[config.mk]
export PLATFORM = sky130hd
export DESIGN_NAME = hebtc_regs
export DESIGN_NICKNAME = d
export VERILOG_FILES = /design/src/hebtc_pkg.sv /design/src/hebtc_regs.sv /design/src/hebtc_bank.sv /design/src/hebtc_trig.sv
export VERILOG_INCLUDE_DIRS = /design/src
export SDC_FILE = /design/constraint.sdc
export NUM_CORES = 2
export LEC_CHECK = 0
export ABC_AREA = 1
export BUFFER_PORTS_ARGS = -buffer_cell sky130_fd_sc_hd__buf_2
export CAP_MARGIN = 20
export CELL_PAD_IN_SITES_DETAIL_PLACEMENT = 1
export CELL_PAD_IN_SITES_GLOBAL_PLACEMENT = 2
export CORE_UTILIZATION = 29
export CTS_BUF_LIST = sky130_fd_sc_hd__clkbuf_16
export DETAILED_ROUTE_END_ITERATION = 12
export PLACE_DENSITY_LB_ADDON = 0.1
export SLEW_MARGIN = 20
export SYNTH_ARGS = -nofsm -noshare
export SYNTH_HDL_FRONTEND = slang
export SYNTH_HIERARCHICAL = 1
export SYNTH_SLANG_ARGS = --single-unit
[constraint.sdc]
create_clock -name clk_i -period 9.2 [get_ports clk_i]
set_input_delay 0.46 -clock clk_i [delete_from_list [all_inputs] [get_ports clk_i]]
set_output_delay 0.46 -clock clk_i [all_outputs]
set_load 0.03 [all_outputs]
[src/hebtc_defs.svh]
// Offsets, field positions and reset values of the event bank block
`ifndef HEBTC_DEFS_SVH
`define HEBTC_DEFS_SVH
`define HEBTC_ADDR_W        8
`define HEBTC_OFF_EVT_EN    8'h00
`define HEBTC_OFF_TRIG_EN   8'h20
`define HEBTC_OFF_BANK_SEL  8'h60
`define HEBTC_OFF_MAIN_CTL  8'h64
`define HEBTC_BIT_TRACE_EN  0
`define HEBTC_BIT_SHOT_SEL  4
`define HEBTC_BIT_OCCURRED  5
`define HEBTC_BIT_CLEAR     6
`define HEBTC_BIT_BUS_TRIG  7
`define HEBTC_RST_TRACE_EN  1'b0
`define HEBTC_RST_BANK      1'b0
`define HEBTC_RST_SHOT      1'b0
`define HEBTC_RST_BUS_TRIG  1'b0
`define HEBTC_RST_OCCURRED  1'b0
`define HEBTC_RST_ENABLES   32'h0000_0000
`define HEBTC_BANK_EVENTS   32
`define HEBTC_TRIG_ATID     7'h7D
`define HEBTC_BUS_TYPE_ATB  4'h1
`define HEBTC_TRIG_CAP_SHOT 2'h2
`endif

[src/hebtc_pkg.sv]
// Types shared by the event bank block
package hebtc_pkg;
  typedef enum logic [1:0] {
    HEBTC_OKAY   = 2'h0,
    HEBTC_SLVERR = 2'h2
  } hebtc_resp_e;
  typedef logic [31:0] hebtc_word_t;
endpackage : hebtc_pkg

[src/hebtc_regs.sv]
// Hardware event bank select and trigger control over AXI4-Lite
// Contract
// - Bank index zero maps event and trigger enables to events 0-31.
// - Index one maps events 32-63; each further index the next 32.
// - With 32 or fewer events, bank select ignores writes, reads zero.
// - Bank index width just covers the implemented event count.
// - Every bank index bit resets to zero.
// - Control bit 7 lets monitored triggers go out with ATID 0x7D.
// - Bit 7 exists only for trace bus type 0b0001.
// - Control bit 4: zero multi-shot, one single-shot.
// - Bit 4 exists only with trigger capability 0b10.
// - In single-shot mode bit 5 reads one once the trigger occurred.
// - In multi-shot mode bit 5 is undefined.
// - Writing one to bit 6 in single-shot mode clears bit 5.
// - Bit 0 enables tracing, resets zero, needs global enable too.
// - Trigger enable holds one bit per event of the selected bank.
`timescale 1ns/100ps
`include "hebtc_defs.svh"
module hebtc_regs
  import hebtc_pkg::*;
#(
  parameter int         NUM_EVENTS     = 256,
  parameter logic [3:0] TRACE_BUS_TYPE = `HEBTC_BUS_TYPE_ATB,
  parameter logic [1:0] TRIG_CAP       = `HEBTC_TRIG_CAP_SHOT
) (
  input  wire logic                     clk_i,
  input  wire logic                     rst_i,
  input  wire logic [`HEBTC_ADDR_W-1:0] awaddr_i,
  input  wire logic                     awvalid_i,
  output logic                          awready_o,
  input  wire hebtc_word_t              wdata_i,
  input  wire logic [3:0]               wstrb_i,
  input  wire logic                     wvalid_i,
  output logic                          wready_o,
  output hebtc_resp_e                   bresp_o,
  output logic                          bvalid_o,
  input  wire logic                     bready_i,
  input  wire logic [`HEBTC_ADDR_W-1:0] araddr_i,
  input  wire logic                     arvalid_i,
  output logic                          arready_o,
  output hebtc_word_t                   rdata_o,
  output hebtc_resp_e                   rresp_o,
  output logic                          rvalid_o,
  input  wire logic                     rready_i,
  input  wire logic                     global_trace_en_i,
  input  wire logic [NUM_EVENTS-1:0]    hw_event_i,
  output logic [NUM_EVENTS-1:0]         event_trace_o,
  output logic                          trigger_o,
  output logic                          bus_trigger_o,
  output logic [6:0]                    trigger_atid_o
);
  localparam int BANKS = NUM_EVENTS / `HEBTC_BANK_EVENTS;
  localparam int BANK_W = (BANKS > 1) ? $clog2(BANKS) : 1;
  localparam bit HAS_BANKS = (BANKS > 1);
  localparam bit HAS_BUS_TRIG = (TRACE_BUS_TYPE == `HEBTC_BUS_TYPE_ATB);
  localparam bit HAS_SHOT = (TRIG_CAP == `HEBTC_TRIG_CAP_SHOT);

  // Non power-of-two bank counts would leave unbacked index codes
  if (NUM_EVENTS < `HEBTC_BANK_EVENTS || NUM_EVENTS > 256 ||
      NUM_EVENTS % `HEBTC_BANK_EVENTS != 0 ||
      (BANKS & (BANKS - 1)) != 0) begin : g_bad_events
    $error("NUM_EVENTS must be 32, 64, 128 or 256");
  end

  // Write channel holding registers
  logic                     aw_held;
  logic                     w_held;
  logic [`HEBTC_ADDR_W-1:0] aw_addr;
  hebtc_word_t              w_data;
  logic [3:0]               w_strb;

  // Control state
  logic [BANK_W-1:0] bank;
  logic              trace_en;
  logic              shot_sel;
  logic              bus_trig_en;
  logic              occurred;
  logic              trig_pulse;

  // Write decode
  wire do_write = aw_held && w_held && !bvalid_o;
  wire [`HEBTC_ADDR_W-1:0] wa = {aw_addr[`HEBTC_ADDR_W-1:2], 2'b00};
  wire sel_w_evt  = (wa == `HEBTC_OFF_EVT_EN);
  wire sel_w_trig = (wa == `HEBTC_OFF_TRIG_EN);
  wire sel_w_bank = (wa == `HEBTC_OFF_BANK_SEL);
  wire sel_w_mcr  = (wa == `HEBTC_OFF_MAIN_CTL);
  wire w_mapped   = sel_w_evt || sel_w_trig || sel_w_bank || sel_w_mcr;
  wire wr_evt     = do_write && sel_w_evt;
  wire wr_trig    = do_write && sel_w_trig;
  wire wr_bank    = do_write && sel_w_bank && w_strb[0] && HAS_BANKS;
  wire wr_mcr     = do_write && sel_w_mcr && w_strb[0];
  // Clear acts only while single-shot is selected
  wire clear_req  = wr_mcr && w_data[`HEBTC_BIT_CLEAR] && shot_sel;

  // Read decode
  wire ar_take = arvalid_i && arready_o;
  wire [`HEBTC_ADDR_W-1:0] ra = {araddr_i[`HEBTC_ADDR_W-1:2], 2'b00};
  wire sel_r_evt  = (ra == `HEBTC_OFF_EVT_EN);
  wire sel_r_trig = (ra == `HEBTC_OFF_TRIG_EN);
  wire sel_r_bank = (ra == `HEBTC_OFF_BANK_SEL);
  wire sel_r_mcr  = (ra == `HEBTC_OFF_MAIN_CTL);
  wire r_mapped   = sel_r_evt || sel_r_trig || sel_r_bank || sel_r_mcr;

  hebtc_word_t evt_rd;
  hebtc_word_t trig_rd;
  logic [NUM_EVENTS-1:0] evt_all;
  logic [NUM_EVENTS-1:0] trig_all;

  wire hebtc_word_t bank_rd = HAS_BANKS ? 32'(bank) : 32'h0000_0000;
  // Clear bit is write-only and reads as zero
  // status read back
  wire hebtc_word_t mcr_rd = {24'h00_0000,
                              bus_trig_en, 1'b0, occurred, shot_sel,
                              3'b000, trace_en};
  wire hebtc_word_t rd_mux = sel_r_evt  ? evt_rd  :
                             sel_r_trig ? trig_rd :
                             sel_r_bank ? bank_rd :
                             sel_r_mcr  ? mcr_rd  : 32'h0000_0000;

  assign awready_o = !aw_held && !bvalid_o;
  assign wready_o  = !w_held && !bvalid_o;
  assign arready_o = !rvalid_o;

  // Address and data may arrive in either order
  always_ff @(posedge clk_i or posedge rst_i) begin
    if (rst_i) begin
      aw_held <= 1'b0;
      aw_addr <= '0;
    end else if (awvalid_i && awready_o) begin
      aw_held <= 1'b1;
      aw_addr <= awaddr_i;
    end else if (do_write) begin
      aw_held <= 1'b0;
    end
  end

  always_ff @(posedge clk_i or posedge rst_i) begin
    if (rst_i) begin
      w_held <= 1'b0;
      w_data <= '0;
      w_strb <= '0;
    end else if (wvalid_i && wready_o) begin
      w_held <= 1'b1;
      w_data <= wdata_i;
      w_strb <= wstrb_i;
    end else if (do_write) begin
      w_held <= 1'b0;
    end
  end

  always_ff @(posedge clk_i or posedge rst_i) begin
    if (rst_i) begin
      bvalid_o <= 1'b0;
      bresp_o  <= HEBTC_OKAY;
    end else if (do_write) begin
      bvalid_o <= 1'b1;
      bresp_o  <= w_mapped ? HEBTC_OKAY : HEBTC_SLVERR;
    end else if (bready_i) begin
      bvalid_o <= 1'b0;
    end
  end

  always_ff @(posedge clk_i or posedge rst_i) begin
    if (rst_i) begin
      rvalid_o <= 1'b0;
      rdata_o  <= '0;
      rresp_o  <= HEBTC_OKAY;
    end else if (ar_take) begin
      rvalid_o <= 1'b1;
      rdata_o  <= rd_mux;
      rresp_o  <= r_mapped ? HEBTC_OKAY : HEBTC_SLVERR;
    end else if (rready_i) begin
      rvalid_o <= 1'b0;
    end
  end

  always_ff @(posedge clk_i or posedge rst_i) begin
    if (rst_i) bank <= {BANK_W{`HEBTC_RST_BANK}};
    else if (wr_bank) bank <= w_data[BANK_W-1:0];
  end

  // Unknown-reset bits are cleared anyway to avoid X on triggers
  // bus trigger bit gated by type
  always_ff @(posedge clk_i or posedge rst_i) begin
    if (rst_i) begin
      trace_en    <= `HEBTC_RST_TRACE_EN;
      shot_sel    <= `HEBTC_RST_SHOT;
      bus_trig_en <= `HEBTC_RST_BUS_TRIG;
    end else if (wr_mcr) begin
      trace_en    <= w_data[`HEBTC_BIT_TRACE_EN];
      shot_sel    <= HAS_SHOT && w_data[`HEBTC_BIT_SHOT_SEL];
      bus_trig_en <= HAS_BUS_TRIG && w_data[`HEBTC_BIT_BUS_TRIG];
    end
  end

  hebtc_bank #(
    .BANKS  (BANKS),
    .BANK_W (BANK_W)
  ) u_evt_bank (
    .clk_i   (clk_i),
    .rst_i   (rst_i),
    .wr_i    (wr_evt),
    .sel_i   (bank),
    .wdata_i (w_data),
    .wstrb_i (w_strb),
    .rdata_o (evt_rd),
    .flat_o  (evt_all)
  );

  hebtc_bank #(
    .BANKS  (BANKS),
    .BANK_W (BANK_W)
  ) u_trig_bank (
    .clk_i   (clk_i),
    .rst_i   (rst_i),
    .wr_i    (wr_trig),
    .sel_i   (bank),
    .wdata_i (w_data),
    .wstrb_i (w_strb),
    .rdata_o (trig_rd),
    .flat_o  (trig_all)
  );

  wire trace_active = trace_en && global_trace_en_i;
  wire trig_hit = trace_active && |(hw_event_i & trig_all);

  hebtc_trig u_trig (
    .clk_i      (clk_i),
    .rst_i      (rst_i),
    .single_i   (shot_sel),
    .clear_i    (clear_req),
    .hit_i      (trig_hit),
    .trigger_o  (trig_pulse),
    .occurred_o (occurred)
  );

  always_ff @(posedge clk_i or posedge rst_i) begin
    if (rst_i) event_trace_o <= '0;
    else event_trace_o <= trace_active ? (hw_event_i & evt_all) : '0;
  end

  assign trigger_o = trig_pulse;
  assign bus_trigger_o  = trig_pulse && bus_trig_en;
  assign trigger_atid_o = `HEBTC_TRIG_ATID;
endmodule : hebtc_regs

[src/hebtc_bank.sv]
// Banked 32-bit enable store, one word per bank
`timescale 1ns/100ps
`include "hebtc_defs.svh"
module hebtc_bank
  import hebtc_pkg::*;
#(
  parameter int BANKS  = 8,
  parameter int BANK_W = 3
) (
  input  wire logic                          clk_i,
  input  wire logic                          rst_i,
  input  wire logic                          wr_i,
  input  wire logic [BANK_W-1:0]             sel_i,
  input  wire hebtc_word_t                   wdata_i,
  input  wire logic [3:0]                    wstrb_i,
  output hebtc_word_t                        rdata_o,
  output logic [BANKS*`HEBTC_BANK_EVENTS-1:0] flat_o
);
  hebtc_word_t mem [BANKS];

  assign rdata_o = mem[sel_i];

  // Only the selected bank's byte lanes change
  always_ff @(posedge clk_i or posedge rst_i) begin
    if (rst_i) begin
      for (int b = 0; b < BANKS; b++) mem[b] <= `HEBTC_RST_ENABLES;
    end else if (wr_i) begin
      for (int l = 0; l < 4; l++)
        if (wstrb_i[l]) mem[sel_i][l*8 +: 8] <= wdata_i[l*8 +: 8];
    end
  end

  always_comb begin
    for (int b = 0; b < BANKS; b++)
      flat_o[b*`HEBTC_BANK_EVENTS +: `HEBTC_BANK_EVENTS] = mem[b];
  end
endmodule : hebtc_bank

[src/hebtc_trig.sv]
// Single-shot and multi-shot trigger control
`timescale 1ns/100ps
`include "hebtc_defs.svh"
module hebtc_trig (
  input  wire logic clk_i,
  input  wire logic rst_i,
  input  wire logic single_i,
  input  wire logic clear_i,
  input  wire logic hit_i,
  output logic      trigger_o,
  output logic      occurred_o
);
  logic fire;
  logic next_occurred;

  assign fire = hit_i && !(single_i && occurred_o);

  always_comb begin
    next_occurred = occurred_o;
    if (!single_i) next_occurred = 1'b0;
    else if (fire) next_occurred = 1'b1;
    else if (clear_i) next_occurred = 1'b0;
  end

  always_ff @(posedge clk_i or posedge rst_i) begin
    if (rst_i) begin
      occurred_o <= `HEBTC_RST_OCCURRED;
      trigger_o  <= 1'b0;
    end else begin
      occurred_o <= next_occurred;
      trigger_o  <= fire;
    end
  end
endmodule : hebtc_trig

==> summary.md <==
| Metric | Value |
|---|---|
| Status | `complete, no violations` |
| WL per Instance | `23.0 µm` |
| DP HPWL | `135 mm` |
| GRT overflow | `0` |
| Async set-reset flop share out of synthesis | `100%` |
| Final wirelength | `188 mm` |
| Final period utilization | `approximately two fifths` |
| RSZ-0062 raised after global routing | `false` |
| Vias in the first global route | `roughly 39000` |
| Most common cell after layout, fill and taps aside | `nand2_1` |
| Drt first pass iters | `5` |
| Critical Path Source | `bank[0]` |
| TritonCTS Buffers | `106` |
| DRC | `0` |
| Antenna violations before repair | `20` |
| Vias after detailed routing | `37700` |
| Commonest cells after routing, fill and taps aside | `nand2_1, dfrtp_1, inv_1` |
| IO Pins | `slightly above 600` |
| Post-synth EDFFs | `0` |
| Rel. slew slack | `20.9%` |
| Synth Instances | `5424` |
| Die span in y | `~370 µm` |
| Yosys warning count | `6` |
| Total GRT Usage | `26.7%` |
| Worst Skew | `0.0273 ns` |
| Setup_tns | `0 ns` |
| Remaining antenna violation count | `0` |
| RR Startpoint | `bank[0]` |
| CP required | `9.81 ns` |
| Filler Cell Count | `~17000` |
| PwrDens | `223 nW/µm²` |
| Worst hold slack | `0.0383 ns` |
| Hold Crit Start | `hw_event_i[152]` |
| CP Launch Type | `flop` |
| Worst EP arrival | `about 4.4 ns` |
| Avg Inst Size Synth | `7.41 µm²` |
| Hold Vio Cnt, Final | `0` |
| CTS Sinks | `between 800 and 900` |
| Distinct cells, synth | `31` |
| P_leak | `27.0 nW` |
| Yosys reg bits | `856` |
| F_max | `262 MHz` |
| First-pass GRT wire length | `272 mm` |
| Root buffer cell | `clkbuf_16` |
| Share of layout cells above drive strength 1 | `between 10% and 20%` |
| Htree depth | `3` |
| Post-CTS resize count | `0` |
| Clk Latency, worst-skew pair | `about 0.74 ns` |
| Max-cap violations | `0` |
| Critical path class | `flop to flop` |
| Worst-Margin Slew | `1.19 ns` |
| Area Growth Syn to Fin | `27.1%` |
| Die area | `140000 µm²` |
| CTS tree | `done` |
| Hold WC Path Type | `primary input to flop` |
| Clock slew at reported path FFs | `around 0.06 ns` |
| # setup viols final | `0` |
| Die width | `374 µm` |
| Iter 0 DRT Violations | `2042` |
| Critical path fanouts, max | `54` |
| DR vias/cell | `4.62` |
| Seq/Total Area, Yosys | `53.3%` |
| Largest vdd supply drop | `142 µV` |
| Final RePlAce weighted congestion | `0.872` |
| PortBufs | `608` |
| Critical path endpoint category | `flop` |
| Core ar. | `roughly 140000 µm²` |
| Post-route minimum period | `approximately 3.8 ns` |
| Clock buffer depth | `3` |
| Slew Viols, Final | `0` |
| Largest net degree at the start of global routing | `159` |
| Main flop type after synthesis | `dfrtp_1` |
| Row cnt | `136` |
| Starting Density | `29.2%` |
| Mapped Area | `40200 µm²` |
| Nets | `6590` |
-- kinds of logic after synthesis --
logic type      synth area share [%]
simple gates                    32.5
buf+inv                         8.93
flops                           53.3
compound gates                  4.12
mux                             1.11
other cells                   0.0187
-- what timing repair did --
action                                 4_1_cts  5_1_grt
endpoints found under the hold margin      352        0
hold buffers                               261        0
setup buffers                                0        0
-- worst max-delay path, stage by stage, from the launching register on --
cell     delay [ns]
dfrtp_4        0.61
buf_4          0.59
buf_4          0.64
buf_4          0.70
nand2_1        0.11
nand3_1        0.21
nand2_1        0.20
inv_1          0.09
nand2_1        0.07
nand2_1        0.07
nand3_1        0.10
nand2_1        0.08
nand2_1        0.07
-- flip-flops by register name, summed over array words and instances (netlist names) --
name	count
u_trig_bank/flat_o	256
rdata_o	32
aw_addr	6
bresp_o	1
w_data	32
aw_held	1
bank	3
bus_trig_en	1
event_trace_o	256
rvalid_o	1
trace_en	1
w_held	1
w_strb	4
u_evt_bank/flat_o	256
u_trig/trigger_o	1
bvalid_o	1
shot_sel	1
rresp_o	1
u_trig/occurred_o	1
-- power breakdown --
group / internal (mW) / leakage [nW] / switching [mW]
clock network: 2.35 / 1.71 / 1.79
logic: 0.722 / 13.5 / 1.91
registers: 3.94 / 11.8 / 0.685
-- layout make-up --
cell class | instances | area [µm²] | area share, %
Antenna cell | 3 | 7.51 | 0.0147
Clock buffer | 107 | 2680 | 5.25
Clock inverter | 86 | 653 | 1.28
Inverter | 743 | 2820 | 5.52
Multi-Input combinational cell | 3663 | 15200 | 29.9
Sequential cell | 856 | 21400 | 42.0
Tap cell | 1794 | 2240 | 4.40
Timing Repair Buffer | 904 | 5980 | 11.7
-- stage by stage --
stage / instances / area (µm²) / util, % / setup slack (ns) / power [mW]
floorplan: 5431 / 40200 / - / 1.70 / 5.85
global placement: 7698 / 45100 / 32.8 / 5.31 / 7.25
detailed placement: 7698 / 45100 / 32.8 / 5.28 / 7.29
CTS: 8152 / 51000 / 37.1 / 5.29 / 11.6
global route: 8153 / 51000 / 37.1 / 5.12 / 11.9
finish: 8156 / 51000 / 37.1 / 5.38 / 11.4
-- per-layer routing --
layer / GRT usage [%] / share of wire, %
met5: 0 / 0.036
met4: 8.27 / 3.3
met3: 3.59 / 3.8
met2: 44.6 / 48
met1: 35.6 / 45
-- synth_stat cells (all sizes together), types with 2 or more instances --
master / count / area [µm²]
buf: 106 / 558
a21oi: 58 / 290
dfrtp: 856 / 21400
inv: 741 / 2780
clkinv: 2 / 10.0
nand3: 268 / 1340
clkbuf: 63 / 236
mux2: 39 / 447
conb: 2 / 7.51
nor2: 453 / 1940
o21ai: 268 / 1340
nand2: 2559 / 9720
nor3: 2 / 26.3
nand4: 2 / 18.8
-- path summary, 6_finish.rpt --
kind / end / slack (ns) / cells after the start
max: rdata_o[7] / 5.38 / 12
max reg2reg: rdata_o[7] / 5.38 / 12
min: event_trace_o[152] / 0.04 / 3
min in group asynchronous: u_trig/occurred_o / 0.27 / 3
min reg2reg: rdata_o[0] / 0.47 / 2
max in group asynchronous: u_evt_bank/flat_o[145] / 6.60 / 5
No activity file was read; power rests on OpenSTA's default activity.
